`src/tcc_pkg.sv`:
```
// Purpose: Shared constants for the timer capture/compare register block
// Assumes: APB with 32-bit data, one register per aligned word
// Notes:   Byte address of a register is four times its index
package tcc_pkg;
  localparam int          ADDR_W       = 12;
  localparam int          IDX_W        = 10;
  localparam int          BYTE_W       = 8;
  localparam int          VAL_W        = 16;
  localparam int          DATA_W       = 32;
  localparam int          NUM_CAP      = 4;
  localparam int          NUM_OC       = 4;
  localparam int          SEL_W        = 2;

  // Register indices
  localparam logic [9:0]  IDX_T1_EDGE  = 10'h06A;
  localparam logic [9:0]  IDX_T1_AL    = 10'h06B;
  localparam logic [9:0]  IDX_T1_AH    = 10'h06C;
  localparam logic [9:0]  IDX_T1_BL    = 10'h06D;
  localparam logic [9:0]  IDX_T1_BH    = 10'h06E;
  localparam logic [9:0]  IDX_T3_EDGE  = 10'h07B;
  localparam logic [9:0]  IDX_T3_AL    = 10'h07C;
  localparam logic [9:0]  IDX_T3_AH    = 10'h07D;
  localparam logic [9:0]  IDX_T3_BL    = 10'h07E;
  localparam logic [9:0]  IDX_T3_BH    = 10'h07F;
  localparam logic [9:0]  IDX_OC_CTL   = 10'h080;
  localparam logic [9:0]  IDX_OC_ACT   = 10'h081;
  localparam logic [9:0]  IDX_IRQ_STAT = 10'h090;
  localparam logic [9:0]  IDX_IRQ_MASK = 10'h091;

  // Compare control fields
  localparam int          COMPARE_MODE_ENABLE_BIT    = 0;
  localparam int          FOLLOW_BIT   = 1;
  localparam int          INIT_LSB     = 2;
  localparam int          LANE0        = 0;
  localparam int          OC_IRQ_LSB   = 4;

  // Edge selector codes
  localparam logic [1:0]  EDGE_OFF     = 2'h0;
  localparam logic [1:0]  EDGE_FALL    = 2'h1;
  localparam logic [1:0]  EDGE_RISE    = 2'h2;
  localparam logic [1:0]  EDGE_BOTH    = 2'h3;

  // Compare action codes
  localparam logic [1:0]  ACT_INIT     = 2'h0;
  localparam logic [1:0]  ACT_CLEAR    = 2'h1;
  localparam logic [1:0]  ACT_SET      = 2'h2;
  localparam logic [1:0]  ACT_TOGGLE   = 2'h3;

  localparam logic [7:0]  BYTE_RESET   = 8'h00;
  localparam logic [3:0]  NIB_RESET    = 4'h0;
  localparam logic [15:0] VAL_RESET    = 16'h0000;
  localparam logic [31:0] WORD_RESET   = 32'h00000000;
  localparam logic [1:0]  ALIGNED      = 2'h0;
endpackage

```
`src/tcc_capture_channel.sv`:
```
// Purpose: One capture input: synchroniser, edge select, value latch
// Assumes: count_value is on the clk domain; cap_pin is asynchronous
// Notes:   Capture pulse appears two edges after the pin settles
`timescale 1ns/1ns
`default_nettype none
module tcc_capture_channel (
  input  wire logic        clk,
  input  wire logic        rst_n,
  input  wire logic        cap_pin,
  input  wire logic [1:0]  edge_select,
  input  wire logic [15:0] count_value,
  output var  logic [15:0] capture_value_q,
  output logic             capture_event
);
  logic sync1_q;
  logic sync2_q;
  logic prev_q;
  logic rise;
  logic fall;

  // Two-stage synchroniser and edge history
  always_ff @(posedge clk or negedge rst_n) begin
    if (!rst_n) begin
      sync1_q <= 1'b0;
      sync2_q <= 1'b0;
      prev_q  <= 1'b0;
    end else begin
      sync1_q <= cap_pin;
      sync2_q <= sync1_q;
      prev_q  <= sync2_q;
    end
  end

  // Edge qualification by selector
  assign rise = sync2_q & ~prev_q;
  assign fall = ~sync2_q & prev_q;
  always_comb begin
    case (edge_select)
      tcc_pkg::EDGE_FALL: capture_event = fall;
      tcc_pkg::EDGE_RISE: capture_event = rise;
      tcc_pkg::EDGE_BOTH: capture_event = rise | fall;
      default:            capture_event = 1'b0;
    endcase
  end

  // Whole 16-bit value taken in one clock
  always_ff @(posedge clk or negedge rst_n) begin
    if (!rst_n) begin
      capture_value_q <= tcc_pkg::VAL_RESET;
    end else if (capture_event) begin
      capture_value_q <= count_value;
    end
  end

  a_capture_loads: assert property (@(posedge clk) disable iff (!rst_n)
    capture_event |=> capture_value_q == $past(count_value))
    else $error("capture value not loaded from counter");

  a_sync_rise_delay: assert property (@(posedge clk) disable iff (!rst_n)
    ($rose(cap_pin) && edge_select == tcc_pkg::EDGE_RISE)
    ##1 (cap_pin && edge_select == tcc_pkg::EDGE_RISE) [*2]
    |-> capture_event)
    else $error("rising edge not captured two cycles later");

  a_single_capture: assert property (@(posedge clk) disable iff (!rst_n)
    capture_event |=> (!capture_event || sync2_q != $past(sync2_q)))
    else $error("one edge produced two captures");
endmodule
`default_nettype wire

```
`src/tcc_regs.sv`:
```
// Purpose: Capture result registers and compare output control over APB
// Assumes: Counters and compare match pulses come from clk domain logic
// Notes:   Zero wait states; read data is registered in the setup cycle
`timescale 1ns/1ns
`default_nettype none
module tcc_regs (
  input  wire logic        clk,
  input  wire logic        rst_n,
  input  wire logic        psel,
  input  wire logic        penable,
  input  wire logic        pwrite,
  input  wire logic [11:0] paddr,
  input  wire logic [31:0] pwdata,
  input  wire logic [3:0]  pstrb,
  output logic             pready,
  output var  logic [31:0] prdata,
  output var  logic        pslverr,
  input  wire logic [15:0] timer1_count,
  input  wire logic [15:0] timer3_count,
  input  wire logic [3:0]  compare_match,
  input  wire logic        timer1_capture_input_zero,
  input  wire logic        timer1_capture_input_one,
  input  wire logic        timer3_capture_input_two,
  input  wire logic        timer3_capture_input_three,
  output logic             compare_output_zero,
  output logic             compare_output_one,
  output logic             compare_output_two,
  output logic             compare_output_three,
  output logic             irq
);
  logic [3:0]  t1_edge_q;
  logic [3:0]  t3_edge_q;
  logic [7:0]  oc_ctl_q;
  logic [7:0]  oc_act_q;
  logic [7:0]  irq_status_q;
  logic [7:0]  irq_mask_q;
  logic [7:0]  irq_set;
  logic [3:0]  oc_state_q;
  logic [3:0]  oc_state_d;
  logic [3:0]  oc_pin_q;
  logic [3:0]  cap_pin;
  logic [3:0]  cap_event;
  logic [7:0]  edge_all;
  logic [15:0] cap_value [0:3];
  logic [9:0]  idx;
  logic        aligned;
  logic        setup_ph;
  logic        access_ph;
  logic        wr_en;
  logic        status_rd;
  logic [31:0] rd_word;
  logic        rd_hit;

  // Capture pins in channel order
  assign cap_pin = {timer3_capture_input_three, timer3_capture_input_two,
                    timer1_capture_input_one, timer1_capture_input_zero};
  assign edge_all = {t3_edge_q, t1_edge_q};

  // Channels 0,1 on timer one, channels 2,3 on timer three
  genvar gi;
  generate
    for (gi = 0; gi < tcc_pkg::NUM_CAP; gi++) begin : g_cap
      tcc_capture_channel u_cap (
        .clk             (clk),
        .rst_n           (rst_n),
        .cap_pin         (cap_pin[gi]),
        .edge_select     (edge_all[gi*tcc_pkg::SEL_W +: tcc_pkg::SEL_W]),
        .count_value     ((gi < 2) ? timer1_count : timer3_count),
        .capture_value_q (cap_value[gi]),
        .capture_event   (cap_event[gi])
      );
    end
  endgenerate

  // APB decode; always ready
  assign idx       = paddr[11:2];
  assign aligned   = (paddr[1:0] == tcc_pkg::ALIGNED);
  assign setup_ph  = psel & ~penable;
  assign access_ph = psel & penable;
  assign pready    = 1'b1;
  assign wr_en     = access_ph & pwrite & pstrb[tcc_pkg::LANE0] & aligned;
  assign status_rd = access_ph & ~pwrite & aligned
                   & (idx == tcc_pkg::IDX_IRQ_STAT);

  // Read multiplexer, narrow data in the low bits
  always_comb begin
    rd_word = tcc_pkg::WORD_RESET;
    rd_hit  = aligned;
    case (idx)
      tcc_pkg::IDX_T1_EDGE:  rd_word[3:0] = t1_edge_q;
      tcc_pkg::IDX_T1_AL:    rd_word[7:0] = cap_value[0][7:0];
      tcc_pkg::IDX_T1_AH:    rd_word[7:0] = cap_value[0][15:8];
      tcc_pkg::IDX_T1_BL:    rd_word[7:0] = cap_value[1][7:0];
      tcc_pkg::IDX_T1_BH:    rd_word[7:0] = cap_value[1][15:8];
      tcc_pkg::IDX_T3_EDGE:  rd_word[3:0] = t3_edge_q;
      tcc_pkg::IDX_T3_AL:    rd_word[7:0] = cap_value[2][7:0];
      tcc_pkg::IDX_T3_AH:    rd_word[7:0] = cap_value[2][15:8];
      tcc_pkg::IDX_T3_BL:    rd_word[7:0] = cap_value[3][7:0];
      tcc_pkg::IDX_T3_BH:    rd_word[7:0] = cap_value[3][15:8];
      tcc_pkg::IDX_OC_CTL:   rd_word[7:0] = oc_ctl_q;
      tcc_pkg::IDX_OC_ACT:   rd_word[7:0] = oc_act_q;
      tcc_pkg::IDX_IRQ_STAT: rd_word[7:0] = irq_status_q;
      tcc_pkg::IDX_IRQ_MASK: rd_word[7:0] = irq_mask_q;
      default:               rd_hit = 1'b0;
    endcase
  end

  // Read data and error captured in the setup cycle
  always_ff @(posedge clk or negedge rst_n) begin
    if (!rst_n) begin
      prdata  <= tcc_pkg::WORD_RESET;
      pslverr <= 1'b0;
    end else if (setup_ph) begin
      prdata  <= pwrite ? tcc_pkg::WORD_RESET : rd_word;
      pslverr <= ~rd_hit;
    end
  end

  // Writable registers; capture bytes ignore writes
  always_ff @(posedge clk or negedge rst_n) begin
    if (!rst_n) begin
      t1_edge_q  <= tcc_pkg::NIB_RESET;
      t3_edge_q  <= tcc_pkg::NIB_RESET;
      oc_ctl_q   <= tcc_pkg::BYTE_RESET;
      oc_act_q   <= tcc_pkg::BYTE_RESET;
      irq_mask_q <= tcc_pkg::BYTE_RESET;
    end else if (wr_en) begin
      case (idx)
        tcc_pkg::IDX_T1_EDGE:  t1_edge_q  <= pwdata[3:0];
        tcc_pkg::IDX_T3_EDGE:  t3_edge_q  <= pwdata[3:0];
        tcc_pkg::IDX_OC_CTL:   oc_ctl_q   <= pwdata[7:0];
        tcc_pkg::IDX_OC_ACT:   oc_act_q   <= pwdata[7:0];
        tcc_pkg::IDX_IRQ_MASK: irq_mask_q <= pwdata[7:0];
        default:               t1_edge_q  <= t1_edge_q;
      endcase
    end
  end

  // Sticky status; a read clears only the bits it returned, new events win
  assign irq_set = {compare_match
                    & {tcc_pkg::NUM_OC{oc_ctl_q[tcc_pkg::COMPARE_MODE_ENABLE_BIT]}},
                    cap_event};
  always_ff @(posedge clk or negedge rst_n) begin
    if (!rst_n) begin
      irq_status_q <= tcc_pkg::BYTE_RESET;
    end else if (status_rd) begin
      irq_status_q <= (irq_status_q & ~prdata[tcc_pkg::BYTE_W-1:0]) | irq_set;
    end else begin
      irq_status_q <= irq_status_q | irq_set;
    end
  end
  assign irq = |(irq_status_q & irq_mask_q);

  // Per-output compare action
  genvar go;
  generate
    for (go = 0; go < tcc_pkg::NUM_OC; go++) begin : g_oc
      always_comb begin
        if (!oc_ctl_q[tcc_pkg::COMPARE_MODE_ENABLE_BIT]) begin
          oc_state_d[go] = oc_ctl_q[tcc_pkg::INIT_LSB + go];
        end else begin
          case (oc_act_q[go*tcc_pkg::SEL_W +: tcc_pkg::SEL_W])
            tcc_pkg::ACT_INIT:   oc_state_d[go] =
                                   oc_ctl_q[tcc_pkg::INIT_LSB + go];
            tcc_pkg::ACT_CLEAR:  oc_state_d[go] =
                                   oc_state_q[go] & ~compare_match[go];
            tcc_pkg::ACT_SET:    oc_state_d[go] =
                                   oc_state_q[go] | compare_match[go];
            tcc_pkg::ACT_TOGGLE: oc_state_d[go] =
                                   oc_state_q[go] ^ compare_match[go];
            default:             oc_state_d[go] = oc_state_q[go];
          endcase
        end
      end
    end
  endgenerate

  // Output state and pins; follow mode copies output zero
  always_ff @(posedge clk or negedge rst_n) begin
    if (!rst_n) begin
      oc_state_q <= tcc_pkg::NIB_RESET;
      oc_pin_q   <= tcc_pkg::NIB_RESET;
    end else begin
      oc_state_q <= oc_state_d;
      oc_pin_q   <= oc_ctl_q[tcc_pkg::FOLLOW_BIT]
                  ? {tcc_pkg::NUM_OC{oc_state_d[0]}} : oc_state_d;
    end
  end
  assign compare_output_zero  = oc_pin_q[0];
  assign compare_output_one   = oc_pin_q[1];
  assign compare_output_two   = oc_pin_q[2];
  assign compare_output_three = oc_pin_q[3];

  a_low_byte_map: assert property (@(posedge clk) disable iff (!rst_n)
    (setup_ph && !pwrite && aligned && idx == tcc_pkg::IDX_T1_AL)
    |=> prdata == {24'h000000, $past(cap_value[0][7:0])})
    else $error("first low byte read wrong");

  a_high_byte_map: assert property (@(posedge clk) disable iff (!rst_n)
    (setup_ph && !pwrite && aligned && idx == tcc_pkg::IDX_T3_AH)
    |=> prdata == {24'h000000, $past(cap_value[2][15:8])})
    else $error("timer three first high byte read wrong");

  a_second_pair_map: assert property (@(posedge clk) disable iff (!rst_n)
    (setup_ph && !pwrite && aligned && idx == tcc_pkg::IDX_T3_BL)
    |=> prdata == {24'h000000, $past(cap_value[3][7:0])})
    else $error("timer three second low byte read wrong");

  a_ctrl_write: assert property (@(posedge clk) disable iff (!rst_n)
    (wr_en && idx == tcc_pkg::IDX_OC_CTL)
    |=> oc_ctl_q == $past(pwdata[7:0]))
    else $error("compare control write lost");

  a_disabled_init: assert property (@(posedge clk) disable iff (!rst_n)
    !oc_ctl_q[tcc_pkg::COMPARE_MODE_ENABLE_BIT]
    |=> oc_state_q == $past(oc_ctl_q[5:2]))
    else $error("disabled output not at init level");

  a_follow_zero: assert property (@(posedge clk) disable iff (!rst_n)
    oc_ctl_q[tcc_pkg::FOLLOW_BIT]
    |=> oc_pin_q == {4{oc_state_q[0]}})
    else $error("outputs do not copy output zero");

  a_toggle_match: assert property (@(posedge clk) disable iff (!rst_n)
    (oc_ctl_q[tcc_pkg::COMPARE_MODE_ENABLE_BIT] && oc_act_q[1:0] == tcc_pkg::ACT_TOGGLE
     && compare_match[0])
    |=> oc_state_q[0] != $past(oc_state_q[0]))
    else $error("toggle on match missing");

  a_set_beats_clear: assert property (@(posedge clk) disable iff (!rst_n)
    (status_rd && cap_event[0]) |=> irq_status_q[0])
    else $error("capture event lost during status clear");

  a_ro_ignored: assert property (@(posedge clk) disable iff (!rst_n)
    (wr_en && idx == tcc_pkg::IDX_T3_BL && !cap_event[3])
    |=> $stable(cap_value[3]))
    else $error("capture byte changed by a write");

  a_t1_first_high: assert property (@(posedge clk) disable iff (!rst_n)
    (setup_ph && !pwrite && aligned && idx == tcc_pkg::IDX_T1_AH)
    |=> prdata == {24'h000000, $past(cap_value[0][15:8])})
    else $error("timer one first high byte read wrong");

  a_t1_second_high: assert property (@(posedge clk) disable iff (!rst_n)
    (setup_ph && !pwrite && aligned && idx == tcc_pkg::IDX_T1_BH)
    |=> prdata == {24'h000000, $past(cap_value[1][15:8])})
    else $error("timer one second high byte read wrong");

  a_t1_pair_source: assert property (@(posedge clk) disable iff (!rst_n)
    cap_event[0] |=> cap_value[0] == $past(timer1_count))
    else $error("timer one first pair not from timer one");

  a_t3_pair_source: assert property (@(posedge clk) disable iff (!rst_n)
    cap_event[3] |=> cap_value[3] == $past(timer3_count))
    else $error("timer three second pair not from timer three");

  a_ro_no_error: assert property (@(posedge clk) disable iff (!rst_n)
    (setup_ph && pwrite && aligned && idx == tcc_pkg::IDX_T3_BL)
    |=> !pslverr)
    else $error("write to capture byte flagged as error");

  a_clear_match: assert property (@(posedge clk) disable iff (!rst_n)
    (oc_ctl_q[tcc_pkg::COMPARE_MODE_ENABLE_BIT] && oc_act_q[3:2] == tcc_pkg::ACT_CLEAR
     && compare_match[1])
    |=> !oc_state_q[1])
    else $error("clear on match missing");

  a_set_match: assert property (@(posedge clk) disable iff (!rst_n)
    (oc_ctl_q[tcc_pkg::COMPARE_MODE_ENABLE_BIT] && oc_act_q[5:4] == tcc_pkg::ACT_SET
     && compare_match[2])
    |=> oc_state_q[2])
    else $error("set on match missing");

  a_pins_independent: assert property (@(posedge clk) disable iff (!rst_n)
    !oc_ctl_q[tcc_pkg::FOLLOW_BIT]
    |=> oc_pin_q == oc_state_q)
    else $error("independent outputs not at own state");

  a_status_sticky: assert property (@(posedge clk) disable iff (!rst_n)
    !status_rd
    |=> (irq_status_q & $past(irq_status_q)) == $past(irq_status_q))
    else $error("status bit dropped without a read");

  a_status_clear: assert property (@(posedge clk) disable iff (!rst_n)
    (status_rd && irq_set == tcc_pkg::BYTE_RESET)
    |=> (irq_status_q & $past(prdata[7:0])) == tcc_pkg::BYTE_RESET)
    else $error("status bits read but not cleared");

  a_match_gated: assert property (@(posedge clk) disable iff (!rst_n)
    (!oc_ctl_q[tcc_pkg::COMPARE_MODE_ENABLE_BIT] && !status_rd)
    |=> irq_status_q[7:4] == $past(irq_status_q[7:4]))
    else $error("match status set while compare disabled");
endmodule
`default_nettype wire

```
`config.mk`:
```
export PLATFORM = sky130hd
export DESIGN_NAME = tcc_regs
export DESIGN_NICKNAME = d
export VERILOG_FILES = /design/src/tcc_pkg.sv /design/src/tcc_capture_channel.sv /design/src/tcc_regs.sv
export SDC_FILE = /design/constraint.sdc
export NUM_CORES = 1
export LEC_CHECK = 0
export ABC_AREA = 0
export BUFFER_PORTS_ARGS = -buffer_cell sky130_fd_sc_hd__buf_2
export CORE_ASPECT_RATIO = 0.7
export CORE_UTILIZATION = 50
export CTS_CLUSTER_DIAMETER = 60
export DETAILED_ROUTE_END_ITERATION = 10
export PLACE_DENSITY_LB_ADDON = 0.3
export SYNTH_ARGS = -nofsm -noshare
export SYNTH_HDL_FRONTEND = slang
export SYNTH_SLANG_ARGS = --single-unit
```
`constraint.sdc`:
```
create_clock -name clk -period 1.9 [get_ports clk]
set_clock_uncertainty 0.1 [all_clocks]
set_input_delay 0.095 -clock clk [delete_from_list [all_inputs] [get_ports clk]]
set_output_delay 0.095 -clock clk [all_outputs]
set_load 0.05 [all_outputs]
```
==> flow_summary.toml <==
[routing]
routed_wl_um = 18000
vias = 5216
drc = 0
ant_nets = 0
first_iter_violations = 489
wl_per_cell_um = 19.7
drt_pre_antenna_iters = 5
viasPerCell = 5.70

[pwr]
p_leak_nw = 4.21
ir_drop_v = 0.000557
finalPower_w = 0.00689
power_density_nw_per_um2 = 789

[die]
dieArea_um2 = 14000
io_pins = 132
core_area_um2 = 13200
fp-row-count = 35
die_y_um = 99.3
initial_core_util = 0.513
die_x_um = 141

[setup_path]
startpoint_type = "flip-flop"
cp.required_ps = 2090
critPathCaptureType = "flip-flop"
setup.worst_path.class = "reg -> reg"
critPathMaxFanout = 16
worstPathArrival_ps = 2000

[cts]
clockBufferDepth = 2
clkSinkCount = 132
clockRootBuffer = "clkbuf_16"
cts_tree = "yes"
cts_setup_buffers = 0
htree_levels = 4
cts_inserted_buffers = 17
clkLatencyLatePin_ps = 410
clk_pin_slew_worst_paths_ps = 60

[cells_and_area]
syn_to_final_growth_pct = 29.0
n_antenna_cell = 0
fin_nets = 826
fill_cells = 1006
drive_above_1_share = 0.381

[yosys]
yosysUniqueCellTypes = 59
seq_area_frac_synth = 0.488
ys_warn_count = 0
synth_edf_count = 0
async_flop_share = 1.00
ys.flop_type = "dfrtp_1"
syn-cell-area_um2 = 6770
yosys_register_bits = 132
synthCells = 552
syn_area_per_cell_um2 = 12.3

[place]
dp_hpwl_um = 12800
pre_cts_slack_ps = -67.6
port_buffers = 79
place_congestion = 0.852

[sta]
slew_headroom = 0.657
drv_slew = 0
finalHoldViolCount = 0
fmax_mhz = 552
worst_pin_slew_ps = 515
worst_slack_ps = 89.6
setup_viol = 0
fin_crit_sh = 0.953
rsz0062_at_grt = "yes"
period_needed_ps = 1810

[hold_path]
min_path_type = "in -> async"

[global_routing]
antenna_found_initial = 0
grt_start_max_net_pins = 83
grtUsageTotal = 0.271
grt_overflow = 0
grt_pass1_wl_um = 28200
grt_pass1_vias = 5311

[flow_run]
max_cap_viol_count = 0

[run_status]
status = "finished, final reports clean"
-- Yosys cell counts, drive strengths merged (5+ instances only) --
| cell type | n | area [um^2] |
|---|---|---|
| nand2b | 6 | 37.5 |
| a32oi | 5 | 43.8 |
| dfrtp | 132 | 3300 |
| o21ai | 17 | 85.1 |
| buf | 35 | 243 |
| a22o | 10 | 87.6 |
| mux4 | 9 | 203 |
| nand3b | 5 | 37.5 |
| nor3 | 6 | 40.0 |
| a22oi | 12 | 90.1 |
| inv | 27 | 101 |
| mux2 | 107 | 1230 |
| nand2 | 46 | 173 |
| nor4 | 5 | 61.3 |
| clkbuf | 11 | 41.3 |
| mux2i | 14 | 140 |
| o22ai | 5 | 31.3 |
| nand3 | 9 | 57.6 |
| a21oi | 11 | 55.1 |
| nor2 | 8 | 37.5 |
| ha | 16 | 200 |
-- final timing paths --
check	slack, ps	from	end	depth (start not counted)
max in group asynchronous	930	rst_n	g_cap[2].u_cap.capture_value_q[2]$_DFFE_PN0P_	3
min	30	rst_n	oc_act_q[6]$_DFFE_PN0P_	2
min in group clk	50	penable	prdata[7]$_DFFE_PN0P_	4
min reg2reg	250	g_cap[2].u_cap.sync1_q$_DFF_PN0_	g_cap[2].u_cap.sync2_q$_DFF_PN0_	0
max reg2reg	90	g_cap[2].u_cap.prev_q$_DFF_PN0_	g_cap[2].u_cap.capture_value_q[15]$_DFFE_PN0P_	7
max	90	g_cap[2].u_cap.prev_q$_DFF_PN0_	g_cap[2].u_cap.capture_value_q[15]$_DFFE_PN0P_	7
-- timing repair --
action,in CTS,in global routing
hold endpoints to repair,237,0
gates resized for setup,0,2
hold buffers,51,0
endpoints found under the setup margin,0,7
-- metal layers --
| layer | vias up | wire length (um) | GRT usage |
|---|---|---|---|
| met2 | 242 | 8500 | 0.433 |
| met5 | - | 0 | 0 |
| met1 | 2646 | 7960 | 0.370 |
| li1 | 2308 | - | - |
| met4 | 0 | 309 | 0.0844 |
| met3 | 20 | 1250 | 0.0626 |
-- cells by family (layout without fill, tap and decap cells) --
family | count (synthesis) | after routing | share of synthesized area
buf+inv | 73 | 228 | 0.0570
simple gates | 114 | 114 | 0.102
compound gates | 85 | 85 | 0.0893
other cells | 2 | 25 | 0.00111
flops | 132 | 132 | 0.488
mux | 130 | 130 | 0.233
fa+ha+maj | 16 | 16 | 0.0296
-- where the power goes --
| part | total (W) | switching, W | internal [W] |
|---|---|---|---|
| combinational | 0.000559 | 0.000351 | 0.000208 |
| sequential | 0.00285 | 0.0000133 | 0.00283 |
| clock | 0.00348 | 0.00124 | 0.00223 |
-- sequential cells by signal, summed over array words and instances (netlist names), 8 cells and up --
signal,count
oc_ctl_q,8
g_cap.u_cap.capture_value_q,64
irq_mask_q,8
oc_act_q,8
irq_status_q,8
prdata,8
-- worst max-delay path, cell delays in order (launching register included) --
cell     delay [ps]
dfrtp_1         350
inv_1            50
ha_1            280
mux2i_1         130
nand2_1         110
o21ai_4         110
buf_12          200
mux2_2          350
-- area by class of cell --
type / count / area [um^2] / area share
tap: 185 / 231 / 0.0265
timing repair buffer: 169 / 1280 / 0.146
clock inverter: 12 / 180 / 0.0207
clock buffer: 20 / 447 / 0.0512
multi-input combinational: 370 / 3190 / 0.365
sequential: 132 / 3300 / 0.379
inverter: 27 / 101 / 0.0116
-- layout by cell type, fill, tap and decap left out, types with 3 or more instances in the layout --
| master | synthesis | routed |
|---|---|---|
| nor2_1 | 7 | 7 |
| a2bb2oi_1 | 3 | 3 |
| a221oi_1 | 4 | 4 |
| dlygate4sd3_1 | 0 | 51 |
| a22oi_1 | 12 | 12 |
| dfrtp_1 | 132 | 132 |
| and3b_1 | 3 | 3 |
| nand2_1 | 46 | 46 |
| bufinv_16 | 0 | 4 |
| nor3_1 | 4 | 4 |
| buf_2 | 8 | 78 |
| inv_1 | 27 | 27 |
| ha_1 | 16 | 16 |
| mux2_4 | 8 | 8 |
| clkbuf_16 | 0 | 17 |
| mux2i_1 | 14 | 14 |
| conb_1 | 2 | 25 |
| a21oi_1 | 11 | 11 |
| o21ai_0 | 13 | 12 |
| o21ai_2 | 0 | 3 |
| nor2b_1 | 4 | 4 |
| or3_1 | 3 | 3 |
| nand4_1 | 4 | 4 |
| a32oi_1 | 5 | 5 |
| mux2_2 | 99 | 99 |
| nand3_1 | 8 | 8 |
| nor4_1 | 3 | 3 |
| clkinv_4 | 0 | 4 |
| mux4_2 | 9 | 9 |
| o22ai_1 | 5 | 5 |
| nand3b_1 | 5 | 5 |
| buf_12 | 0 | 6 |
| buf_4 | 25 | 34 |
| nand2b_1 | 6 | 6 |
| a22o_1 | 10 | 10 |
| a21o_1 | 4 | 4 |
-- through the flow --
stage / cells / TNS (ps) / hold WS [ps] / cell area, um^2 / utilization
after floorplan: 575 / 0 / -301 / 6870 / -
after global placement: 832 / -284 / -85.5 / 7580 / 0.575
after detailed placement: 832 / -492 / -84.7 / 7580 / 0.575
after CTS: 915 / 0 / 32.9 / 8720 / 0.661
after global routing: 915 / -7.28 / 53.4 / 8720 / 0.662
final: 915 / 0 / 29.1 / 8720 / 0.662
Note: power is estimated with default switching activity, not from simulation.
